**src/inc/adc_seq_consts.svh**
```systemverilog
// Register offsets, field positions and reset values of the converter control.
`ifndef ADC_SEQ_CONSTS_SVH
`define ADC_SEQ_CONSTS_SVH
// Word indices; the byte address is four times the index.
`define CTL0_IDX   10'h1a0
`define CTL1_IDX   10'h1a2
`define MEM_IDX    10'h140
`define MEM_LAST   10'h15e
`define MCTL_IDX   10'h080
`define MCTL_LAST  10'h08f
`define STAT_IDX   10'h1b0
`define SHT_HI_POS 12
`define SHT_LO_POS 8
`define MSC_BIT    7
`define REFLVL_BIT 6
`define REFERENCE_POWER_BIT  5
`define CORE_BIT   4
`define OVIE_BIT   3
`define TOVIE_BIT  2
`define ENC_BIT    1
`define SC_BIT     0
`define CSTART_POS 12
`define SHS_POS    10
`define SHP_BIT    9
`define TRIGGER_INVERT_BIT   8
`define DIV_POS    5
`define SSEL_POS   3
`define SEQ_POS    1
`define BUSY_BIT   0
`define EOS_BIT    7
`define SREF_POS   4
`define CTL0_LOCK  16'hffc0
`define CTL1_LOCK  16'hfffe
`define CTL0_RST   16'h0000
`define CTL1_RST   16'h0000
`define MCTL_RST   8'h00
`endif

```
**src/inc/adc_seq_pkg.sv**
```systemverilog
// Types shared by the converter control logic.
package adc_seq_pkg;
   typedef enum logic [1:0] {
      SEQ_IDLE,
      SEQ_SAMPLE,
      SEQ_CONVERT,
      SEQ_WAIT
   } seq_state_type;

   typedef struct packed {
      logic [15:0]       ctl0;
      logic [15:0]       ctl1;
      logic [15:0][7:0]  mctl;
      logic [15:0][11:0] results;
      logic [15:0]       unread;
      logic              ovFlag;
      logic              tovFlag;
      seq_state_type     seqState;
      logic [3:0]        slot;
      logic [10:0]       sampleCnt;
      logic [2:0]        divCnt;
      logic              trigPrev;
      logic              softStart;
      logic              wrPend;
      logic [9:0]        wrIdx;
      logic [31:0]       hrdata;
      logic              hready;
      logic              sampleCtl;
      logic              convTick;
      logic              ovIrq;
      logic              tovIrq;
      logic              busy;
      logic [3:0]        chanSel;
      logic [2:0]        refSel;
      logic              corePow;
      logic              refPow;
      logic              refLvl;
   } state_type;
endpackage

```
**src/hdl/adc_sequencer_control_regs.sv**
```systemverilog
// Converter control registers, sampling timer and sequencer with AHB-Lite.
`timescale 1ns/1ns
`default_nettype none
`include "adc_seq_consts.svh"

// Notes on behaviour
// - Upper sample time serves slots eight-fifteen.
// - Lower sample time serves slots zero-seven.
// - Sample codes map to 4..768, then 1024.
// - Multi-conversion bit chains conversions after first edge.
// - Reference power bit; level applies only when on.
// - Core power bit switches conversion core.
// - Interrupt enables gated with global enable.
// - Conversion enable bit permits conversions.
// - Software start pulses and self clears.
// - Protected fields change only while disabled.
// - Start slot picks first result slot.
// - Trigger source selects software or timer outputs.
// - Pulse mode: timer or trigger drives sampling.
// - Trigger inversion bit inverts trigger input.
// - Divider divides converter clock by value+1.
// - Clock source selects one of four clocks.
// - Sequence mode chooses one of four modes.
// - Busy bit shows active sequence or conversion.
// - Results right-justified twelve bits; writes corrupt.
// - Slot last bit ends a sequence.
// - Reference select chooses reference pairing per slot.
// - Channel select chooses input per slot.
// - Result overwrite when unread slot is refilled.
// - Time overflow when trigger arrives mid-conversion.
module adc_sequencer_control_regs
   import adc_seq_pkg::*;
(
   input  wire logic        clk,
   input  wire logic        reset_n,
   input  wire logic        clkEnable,
   input  wire logic        hsel,
   input  wire logic [31:0] haddr,
   input  wire logic [1:0]  htrans,
   input  wire logic        hwrite,
   input  wire logic [2:0]  hsize,
   input  wire logic [31:0] hwdata,
   input  wire logic        hready,
   output logic [31:0]      hrdata,
   output logic             hreadyout,
   output logic             hresp,
   input  wire logic        oscTick,
   input  wire logic        auxTick,
   input  wire logic        mainTick,
   input  wire logic        subMainTick,
   input  wire logic        firstTimerOutputOne,
   input  wire logic        secondTimerOutputZero,
   input  wire logic        secondTimerOutputOne,
   input  wire logic        globalIrqEnable,
   input  wire logic        convDone,
   input  wire logic [11:0] convData,
   output logic             sampleControl,
   output logic             converterClock,
   output logic [3:0]       channelSelect,
   output logic [2:0]       referenceSelect,
   output logic             corePower,
   output logic             referencePower,
   output logic             referenceLevelSelect,
   output logic             converterBusy,
   output logic             overwriteIrq,
   output logic             timeOverflowIrq
);

   state_type s;
   state_type n;

   function automatic logic [10:0] sampleCycles(input logic [3:0] code);
      case (code)
         4'h0:    sampleCycles = 11'h004;
         4'h1:    sampleCycles = 11'h008;
         4'h2:    sampleCycles = 11'h010;
         4'h3:    sampleCycles = 11'h020;
         4'h4:    sampleCycles = 11'h040;
         4'h5:    sampleCycles = 11'h060;
         4'h6:    sampleCycles = 11'h080;
         4'h7:    sampleCycles = 11'h0c0;
         4'h8:    sampleCycles = 11'h100;
         4'h9:    sampleCycles = 11'h180;
         4'ha:    sampleCycles = 11'h200;
         4'hb:    sampleCycles = 11'h300;
         default: sampleCycles = 11'h400;
      endcase
   endfunction

   function automatic logic isMem(input logic [9:0] idx);
      isMem = idx >= `MEM_IDX && idx <= `MEM_LAST && !idx[0];
   endfunction

   function automatic logic isMctl(input logic [9:0] idx);
      isMctl = idx >= `MCTL_IDX && idx <= `MCTL_LAST;
   endfunction

   function automatic logic [3:0] memSlot(input logic [9:0] idx);
      memSlot = idx[4:1];
   endfunction

   logic [9:0]  rdIdx;
   logic        rdReq;
   logic        wrReq;
   logic        srcTick;
   logic        tickNow;
   logic        trigRaw;
   logic        trigIn;
   logic        rise;
   logic        enabled;
   logic        locked;
   logic [3:0]  shtCode;
   logic [10:0] cntInc;
   logic        chainNext;
   logic [1:0]  seqMode;
   logic [31:0] rdVal;

   always_comb begin
      n = s;
      rdIdx = haddr[11:2];
      rdReq = hsel && htrans[1] && hready && !hwrite;
      wrReq = hsel && htrans[1] && hready && hwrite;
      locked = s.ctl0[`ENC_BIT];
      n.softStart = 1'b0;
      n.convTick = 1'b0;
      n.hready = 1'b1;
      seqMode = s.ctl1[`SEQ_POS +: 2];

      // -----------------------------------------------------------
      // Register reads and writes
      // -----------------------------------------------------------
      rdVal = 32'h0000_0000;
      if (rdIdx == `CTL0_IDX) begin
         rdVal[15:0] = {s.ctl0[15:1], 1'b0};
      end else if (rdIdx == `CTL1_IDX) begin
         rdVal[15:0] = {s.ctl1[15:1], s.seqState != SEQ_IDLE};
      end else if (isMem(rdIdx)) begin
         rdVal[11:0] = s.results[memSlot(rdIdx)];
      end else if (isMctl(rdIdx)) begin
         rdVal[7:0] = s.mctl[rdIdx[3:0]];
      end else if (rdIdx == `STAT_IDX) begin
         rdVal[1:0] = {s.tovFlag, s.ovFlag};
      end
      if (rdReq) begin
         n.hrdata = rdVal;
         if (isMem(rdIdx)) begin
            n.unread[memSlot(rdIdx)] = 1'b0;
         end
      end
      n.wrPend = wrReq;
      if (wrReq) begin
         n.wrIdx = rdIdx;
      end
      if (s.wrPend) begin
         if (s.wrIdx == `CTL0_IDX) begin
            n.ctl0 = locked
               ? ((s.ctl0 & `CTL0_LOCK)
                  | (hwdata[15:0] & ~`CTL0_LOCK))
               : hwdata[15:0];
            n.ctl0[`SC_BIT] = 1'b0;
            n.softStart = hwdata[`SC_BIT];
         end else if (s.wrIdx == `CTL1_IDX && !locked) begin
            n.ctl1 = hwdata[15:0] & `CTL1_LOCK;
         end else if (isMctl(s.wrIdx) && !locked) begin
            n.mctl[s.wrIdx[3:0]] = hwdata[7:0];
         end else if (isMem(s.wrIdx)) begin
            n.results[memSlot(s.wrIdx)] = hwdata[11:0];
         end else if (s.wrIdx == `STAT_IDX) begin
            n.ovFlag = s.ovFlag && !hwdata[0];
            n.tovFlag = s.tovFlag && !hwdata[1];
         end
      end

      // -----------------------------------------------------------
      // Converter clock and trigger path
      // -----------------------------------------------------------
      case (s.ctl1[`SSEL_POS +: 2])
         2'h0:    srcTick = oscTick;
         2'h1:    srcTick = auxTick;
         2'h2:    srcTick = mainTick;
         default: srcTick = subMainTick;
      endcase
      tickNow = 1'b0;
      if (srcTick) begin
         if (s.divCnt == s.ctl1[`DIV_POS +: 3]) begin
            n.divCnt = 3'h0;
            tickNow = 1'b1;
         end else begin
            n.divCnt = s.divCnt + 3'h1;
         end
      end
      n.convTick = tickNow;
      case (s.ctl1[`SHS_POS +: 2])
         2'h0:    trigRaw = s.softStart;
         2'h1:    trigRaw = firstTimerOutputOne;
         2'h2:    trigRaw = secondTimerOutputZero;
         default: trigRaw = secondTimerOutputOne;
      endcase
      trigIn = trigRaw ^ s.ctl1[`TRIGGER_INVERT_BIT];
      rise = trigIn && !s.trigPrev;
      n.trigPrev = trigIn;
      enabled = s.ctl0[`ENC_BIT] && s.ctl0[`CORE_BIT];
      shtCode = s.slot[3] ? s.ctl0[`SHT_HI_POS +: 4]
                          : s.ctl0[`SHT_LO_POS +: 4];
      cntInc = s.sampleCnt + 11'h001;
      chainNext = s.ctl0[`MSC_BIT];

      // -----------------------------------------------------------
      // Sequencer
      // -----------------------------------------------------------
      case (s.seqState)
         SEQ_IDLE: begin
            n.slot = s.ctl1[`CSTART_POS +: 4];
            n.sampleCnt = 11'h000;
            if (enabled && rise) begin
               n.seqState = SEQ_SAMPLE;
            end
         end
         SEQ_SAMPLE: begin
            if (s.ctl1[`SHP_BIT]) begin
               if (rise) begin
                  n.tovFlag = 1'b1;
               end
               if (tickNow) begin
                  n.sampleCnt = cntInc;
                  if (cntInc == sampleCycles(shtCode)) begin
                     n.seqState = SEQ_CONVERT;
                  end
               end
            end else if (!trigIn) begin
               n.seqState = SEQ_CONVERT;
            end
         end
         SEQ_CONVERT: begin
            if (rise) begin
               n.tovFlag = 1'b1;
            end
            if (convDone) begin
               n.results[s.slot] = convData;
               if (n.unread[s.slot]) begin
                  n.ovFlag = 1'b1;
               end
               n.unread[s.slot] = 1'b1;
               n.sampleCnt = 11'h000;
               if (!enabled || seqMode == 2'h0) begin
                  n.seqState = SEQ_IDLE;
               end else if (s.mctl[s.slot][`EOS_BIT]
                            && seqMode == 2'h1) begin
                  n.seqState = SEQ_IDLE;
               end else begin
                  if (seqMode == 2'h3 && s.mctl[s.slot][`EOS_BIT]) begin
                     n.slot = s.ctl1[`CSTART_POS +: 4];
                  end else if (seqMode[0]) begin
                     n.slot = s.slot + 4'h1;
                  end
                  n.seqState = chainNext ? SEQ_SAMPLE : SEQ_WAIT;
               end
            end
         end
         SEQ_WAIT: begin
            if (!enabled) begin
               n.seqState = SEQ_IDLE;
            end else if (rise) begin
               n.seqState = SEQ_SAMPLE;
            end
         end
         default: begin
            n.seqState = SEQ_IDLE;
         end
      endcase

      // -----------------------------------------------------------
      // Registered outputs
      // -----------------------------------------------------------
      n.sampleCtl = n.seqState == SEQ_SAMPLE;
      n.busy = n.seqState != SEQ_IDLE;
      n.chanSel = n.mctl[n.slot][3:0];
      n.refSel = n.mctl[n.slot][`SREF_POS +: 3];
      n.corePow = n.ctl0[`CORE_BIT];
      n.refPow = n.ctl0[`REFERENCE_POWER_BIT];
      n.refLvl = n.ctl0[`REFERENCE_POWER_BIT] && n.ctl0[`REFLVL_BIT];
      n.ovIrq = n.ovFlag && n.ctl0[`OVIE_BIT] && globalIrqEnable;
      n.tovIrq = n.tovFlag && n.ctl0[`TOVIE_BIT]
                 && globalIrqEnable;
   end

   always_ff @(posedge clk or negedge reset_n) begin
      if (!reset_n) begin
         s <= '0;
         s.ctl0 <= `CTL0_RST;
         s.ctl1 <= `CTL1_RST;
         s.mctl <= {16{`MCTL_RST}};
         s.seqState <= SEQ_IDLE;
      end else if (clkEnable) begin
         s <= n;
      end
   end

   // Every output but hresp is a field of the state flop; hresp is tied OKAY.
   assign hrdata = s.hrdata;
   assign hreadyout = s.hready;
   assign hresp = 1'b0;
   assign sampleControl = s.sampleCtl;
   assign converterClock = s.convTick;
   assign channelSelect = s.chanSel;
   assign referenceSelect = s.refSel;
   assign corePower = s.corePow;
   assign referencePower = s.refPow;
   assign referenceLevelSelect = s.refLvl;
   assign converterBusy = s.busy;
   assign overwriteIrq = s.ovIrq;
   assign timeOverflowIrq = s.tovIrq;

endmodule
`default_nettype wire

```
**config.mk**
```make
export PLATFORM = sky130hd
export DESIGN_NAME = adc_sequencer_control_regs
export DESIGN_NICKNAME = d
export VERILOG_FILES = /design/src/inc/adc_seq_pkg.sv /design/src/hdl/adc_sequencer_control_regs.sv
export VERILOG_INCLUDE_DIRS = /design/src /design/src/inc
export SDC_FILE = /design/constraint.sdc
export NUM_CORES = 1
export LEC_CHECK = 0
export ABC_AREA = 1
export BUFFER_PORTS_ARGS = -buffer_cell sky130_fd_sc_hd__buf_2
export CORE_UTILIZATION = 25
export CTS_CLUSTER_SIZE = 25
export DETAILED_ROUTE_END_ITERATION = 16
export GPL_TIMING_DRIVEN = 0
export PLACE_DENSITY = 0.48
export SLEW_MARGIN = 20
export SYNTH_ARGS = -nofsm -noshare
export SYNTH_HDL_FRONTEND = slang
export SYNTH_SLANG_ARGS = --single-unit
```
**constraint.sdc**
```tcl
create_clock -name clk -period 3.1 [get_ports clk]
set_input_delay 0 -clock clk [delete_from_list [all_inputs] [get_ports clk]]
set_output_delay 0 -clock clk [all_outputs]
set_load 0.05 [all_outputs]
```
==> impl_metrics.tcl <==
set metrics [dict create \
    violations "setup timing" \
    path_common_cell "nand2_1" \
    yosys.area_share.adder_pct 0.465 \
    dr.pass1.iters 6 \
    drt-wirelength-per-cell_um 27.5 \
    final_util_pct 30.2 \
    maxCapViolCount 0 \
    vias_per_cell 5.60 \
    cts-root-buf "clkbuf_16" \
    synth_compound_area_share_pct 26.6 \
    required_ns 3.63 \
    synth_top_family_by_area "compound AO/OA/AOI/OAI gates" \
    dieHeight_um 330 \
    via_count 30400 \
    grt_max_degree 90 \
    grt-ovfl-total 0 \
    syn_to_final_growth_pct 19.9 \
    pre_cts_ws_ns -1.22 \
    final_common_cell "nand2_1" \
    nets 4091 \
    final_cell_mix "nand2_1 (643), o21ai_0 (622), dfrtp_1 (428)" \
    dp_cells 5271 \
    layout-drive-gt1-share_pct 11.2 \
    finalCritPeriodShare_pct 102 \
    path_cells "buf_2 -> inv_2 -> nand2_1 -> clkbuf_2 -> o22ai_1 -> o21ai_0 -> nand2_1 -> o21ai_0 -> nand3_1 -> o211ai_1 -> nand2_1" \
    slowest_stage "clkbuf_2" \
    synth_ff_type "dfrtp_1" \
    syn-cell-area_um2 26900 \
    drt_iter0_markers 4268 \
    clkTransAtPathRegs_ns 0.06 \
    synthArstFlopShare_pct 100 \
    hp-class "in2reg" \
    startpoint "haddr[3]" \
    clk_latency_ns 0.66 \
    worst_slack_ns -0.0605 \
    r2r_start "s[79]" \
    crit_type "in2reg" \
    htree_levels 2 \
    grt_pass1_wl_um 210000 \
    hold_viol_final 0 \
    place_hpwl_um 107000 \
    end_kind "flip-flop" \
    arrival_ns 3.69 \
    synthSimpleGateAreaFrac_pct 20.9 \
    muxShareOfSynthArea_pct 0.451 \
    synth_cell_types 52 \
    core_um2 107000 \
    die_w_um 330 \
    syn_inst 3764 \
    design.die.area_um2 109000 \
    p_per_area_nw_per_um2 704 \
    max-vdd-ir-drop_uv 427 \
    ant_nets 0 \
    finalSetupViolCount 2 \
    synth_enable_flop_cells 0 \
    min_from "firstTimerOutputOne" \
    fmax_ghz 0.316 \
    clockBufferDepth 3 \
    critPathLaunchType "input port" \
    grt_util_all_layers_pct 26.8 \
    cts_tree "done" \
    grt_pass1_vias 27600 \
    place_congestion 1.02 \
    synthXorXnorAreaFrac_pct 0.520 \
    cpPeakStageDelay_ns 0.64 \
    worst-path-buf-inv 3 \
    path_max_fanout 12 \
    path_delay_family "compound AO/OA/AOI/OAI gates" \
    wl_um 150000 \
    io_buffer_count 83 \
    drc 0 \
    tightest_slew_ns 1.25 \
    num_rows 120 \
    period_minus_slack_ns 3.16 \
    start_util_pct 25.2 \
    slew_headroom_pct 16.9 \
    synth_seq_area_share_pct 40.0 \
    fin_skew_ns 0.0134 \
    final_cells 5436 \
    status "complete, but fails checks" \
    cts_sinks 431 \
    yosysWarnings 0 \
    slew_viol_final 0 \
    syn_avg_cell_area_um2 7.16 \
    numCtsBuffers 54 \
    antenna_found_initial 9 \
    io_pins 145 \
    ys_ff_latch 431 \
    leakage_nw 13.8 \
]
==> worst min-delay path, delay by kind of cell <==
kind                      cells  cell delay (ns)
xor gates and xnor gates      1             0.19
buffers and inverters         2             0.19
AOI/OAI and AO/OA             3             0.20
and+or+nand+nor               1             0.08
==> per-layer routing <==
| layer | wire (um) | part of all wire [%] | GRT usage, % | vias up |
|---|---|---|---|---|
| li1 | - | - | - | 13300 |
| met1 | 62400 | 42 | 37.0 | 14800 |
| met2 | 62200 | 42 | 39.0 | 1862 |
| met3 | 15800 | 11 | 5.91 | 452 |
| met4 | 9230 | 6.2 | 13.6 | 10 |
| met5 | 65 | 0.043 | 0 | - |
==> synth_stat cells (all sizes together), types with 10 or more instances <==
master | number | area, um^2
a21oi | 180 | 923
nand2 | 655 | 2480
nor4 | 11 | 106
buf | 112 | 729
inv | 380 | 1430
xor2 | 11 | 96.3
nor3 | 60 | 332
a211oi | 45 | 338
o2111ai | 12 | 105
a31oi | 19 | 119
ha | 10 | 125
nand4 | 17 | 119
o22ai | 177 | 1110
o211ai | 46 | 345
o221ai | 61 | 534
mux2i | 11 | 110
a22oi | 17 | 128
o21ai | 663 | 3330
nand3 | 219 | 1120
clkbuf | 206 | 773
dfrtp | 431 | 10800
nor2 | 374 | 1450
==> power breakdown <==
group | internal, mW | total, mW | switching (mW)
clock | 4.38 | 7.32 | 2.94
sequential | 6.49 | 7.05 | 0.559
combinational | 2.63 | 8.36 | 5.72
total | 13.5 | 22.7 | 9.23
==> timing repair <==
action / 4_1_cts / 5_1_grt
endpoints found under the setup margin: 116 / 195
hold buffers: 44 / 0
buffers inserted: 2 / 16
pin swaps: 1 / 5
hold endpoints to repair: 327 / 0
gates resized for setup: 26 / 100
==> logic make-up (layout without fill, tap and decap cells) <==
logic type | after synthesis | after routing
buffers and inverters | 704 | 955
flip-flops | 431 | 431
AO/OA/AOI/OAI | 1249 | 1249
multiplexers | 12 | 12
XOR/XNOR | 16 | 16
other | 1 | 19
AND/OR/NAND/NOR | 1341 | 1341
adder cells (fa/ha/maj) | 10 | 10
==> state kept, by name (all words and copies together), names as in the netlist <==
name and flops:
chainNext 1, channelSelect 4, converterBusy 1, converterClock 1, hrdata 16, hreadyout 1
locked 1, overwriteIrq 1, referenceLevelSelect 1, referenceSelect 3, s 399, sampleControl 1
timeOverflowIrq 1
==> final timing paths <==
| check | slack [ns] | endpoint | cells after the start |
|---|---|---|---|
| max | -0.06 | hrdata[5] | 11 |
| min | 0.05 | s[60] | 7 |
| max reg2reg | 0.08 | s[188] | 11 |
| min reg2reg | 0.46 | hreadyout | 1 |
| max in group asynchronous | 0.96 | s[331] | 7 |
| min in group asynchronous | 0.50 | s[202] | 4 |
==> layout make-up <==
class / instances / area [um^2]
Multi-Input combinational cell: 2645 / 13500
Clock buffer: 73 / 1490
Antenna cell: 2 / 5.00
Fill cell: 11700 / 74600
Buffer: 317 / 1620
Sequential cell: 431 / 10800
Inverter: 386 / 1450
Clock inverter: 29 / 472
Timing Repair Buffer: 150 / 1180
Tap cell: 1403 / 1760
==> per-stage QoR <==
| step | hold slack (ns) | TNS, ns | cell area, um^2 | power, mW |
|---|---|---|---|---|
| after floorplan | -0.296 | 0 | 27000 | 12.0 |
| final | 0.0508 | -0.0791 | 32300 | 22.7 |
| after global placement | 0.253 | -3422.77 | 29200 | 14.8 |
| after detailed placement | -0.0408 | -43.43 | 29400 | 14.9 |
| after CTS | 0.0104 | 0 | 31900 | 22.2 |
| after global routing | 0.0598 | -0.00102 | 32300 | 23.5 |
Note: power is estimated with default switching activity, not from simulation.
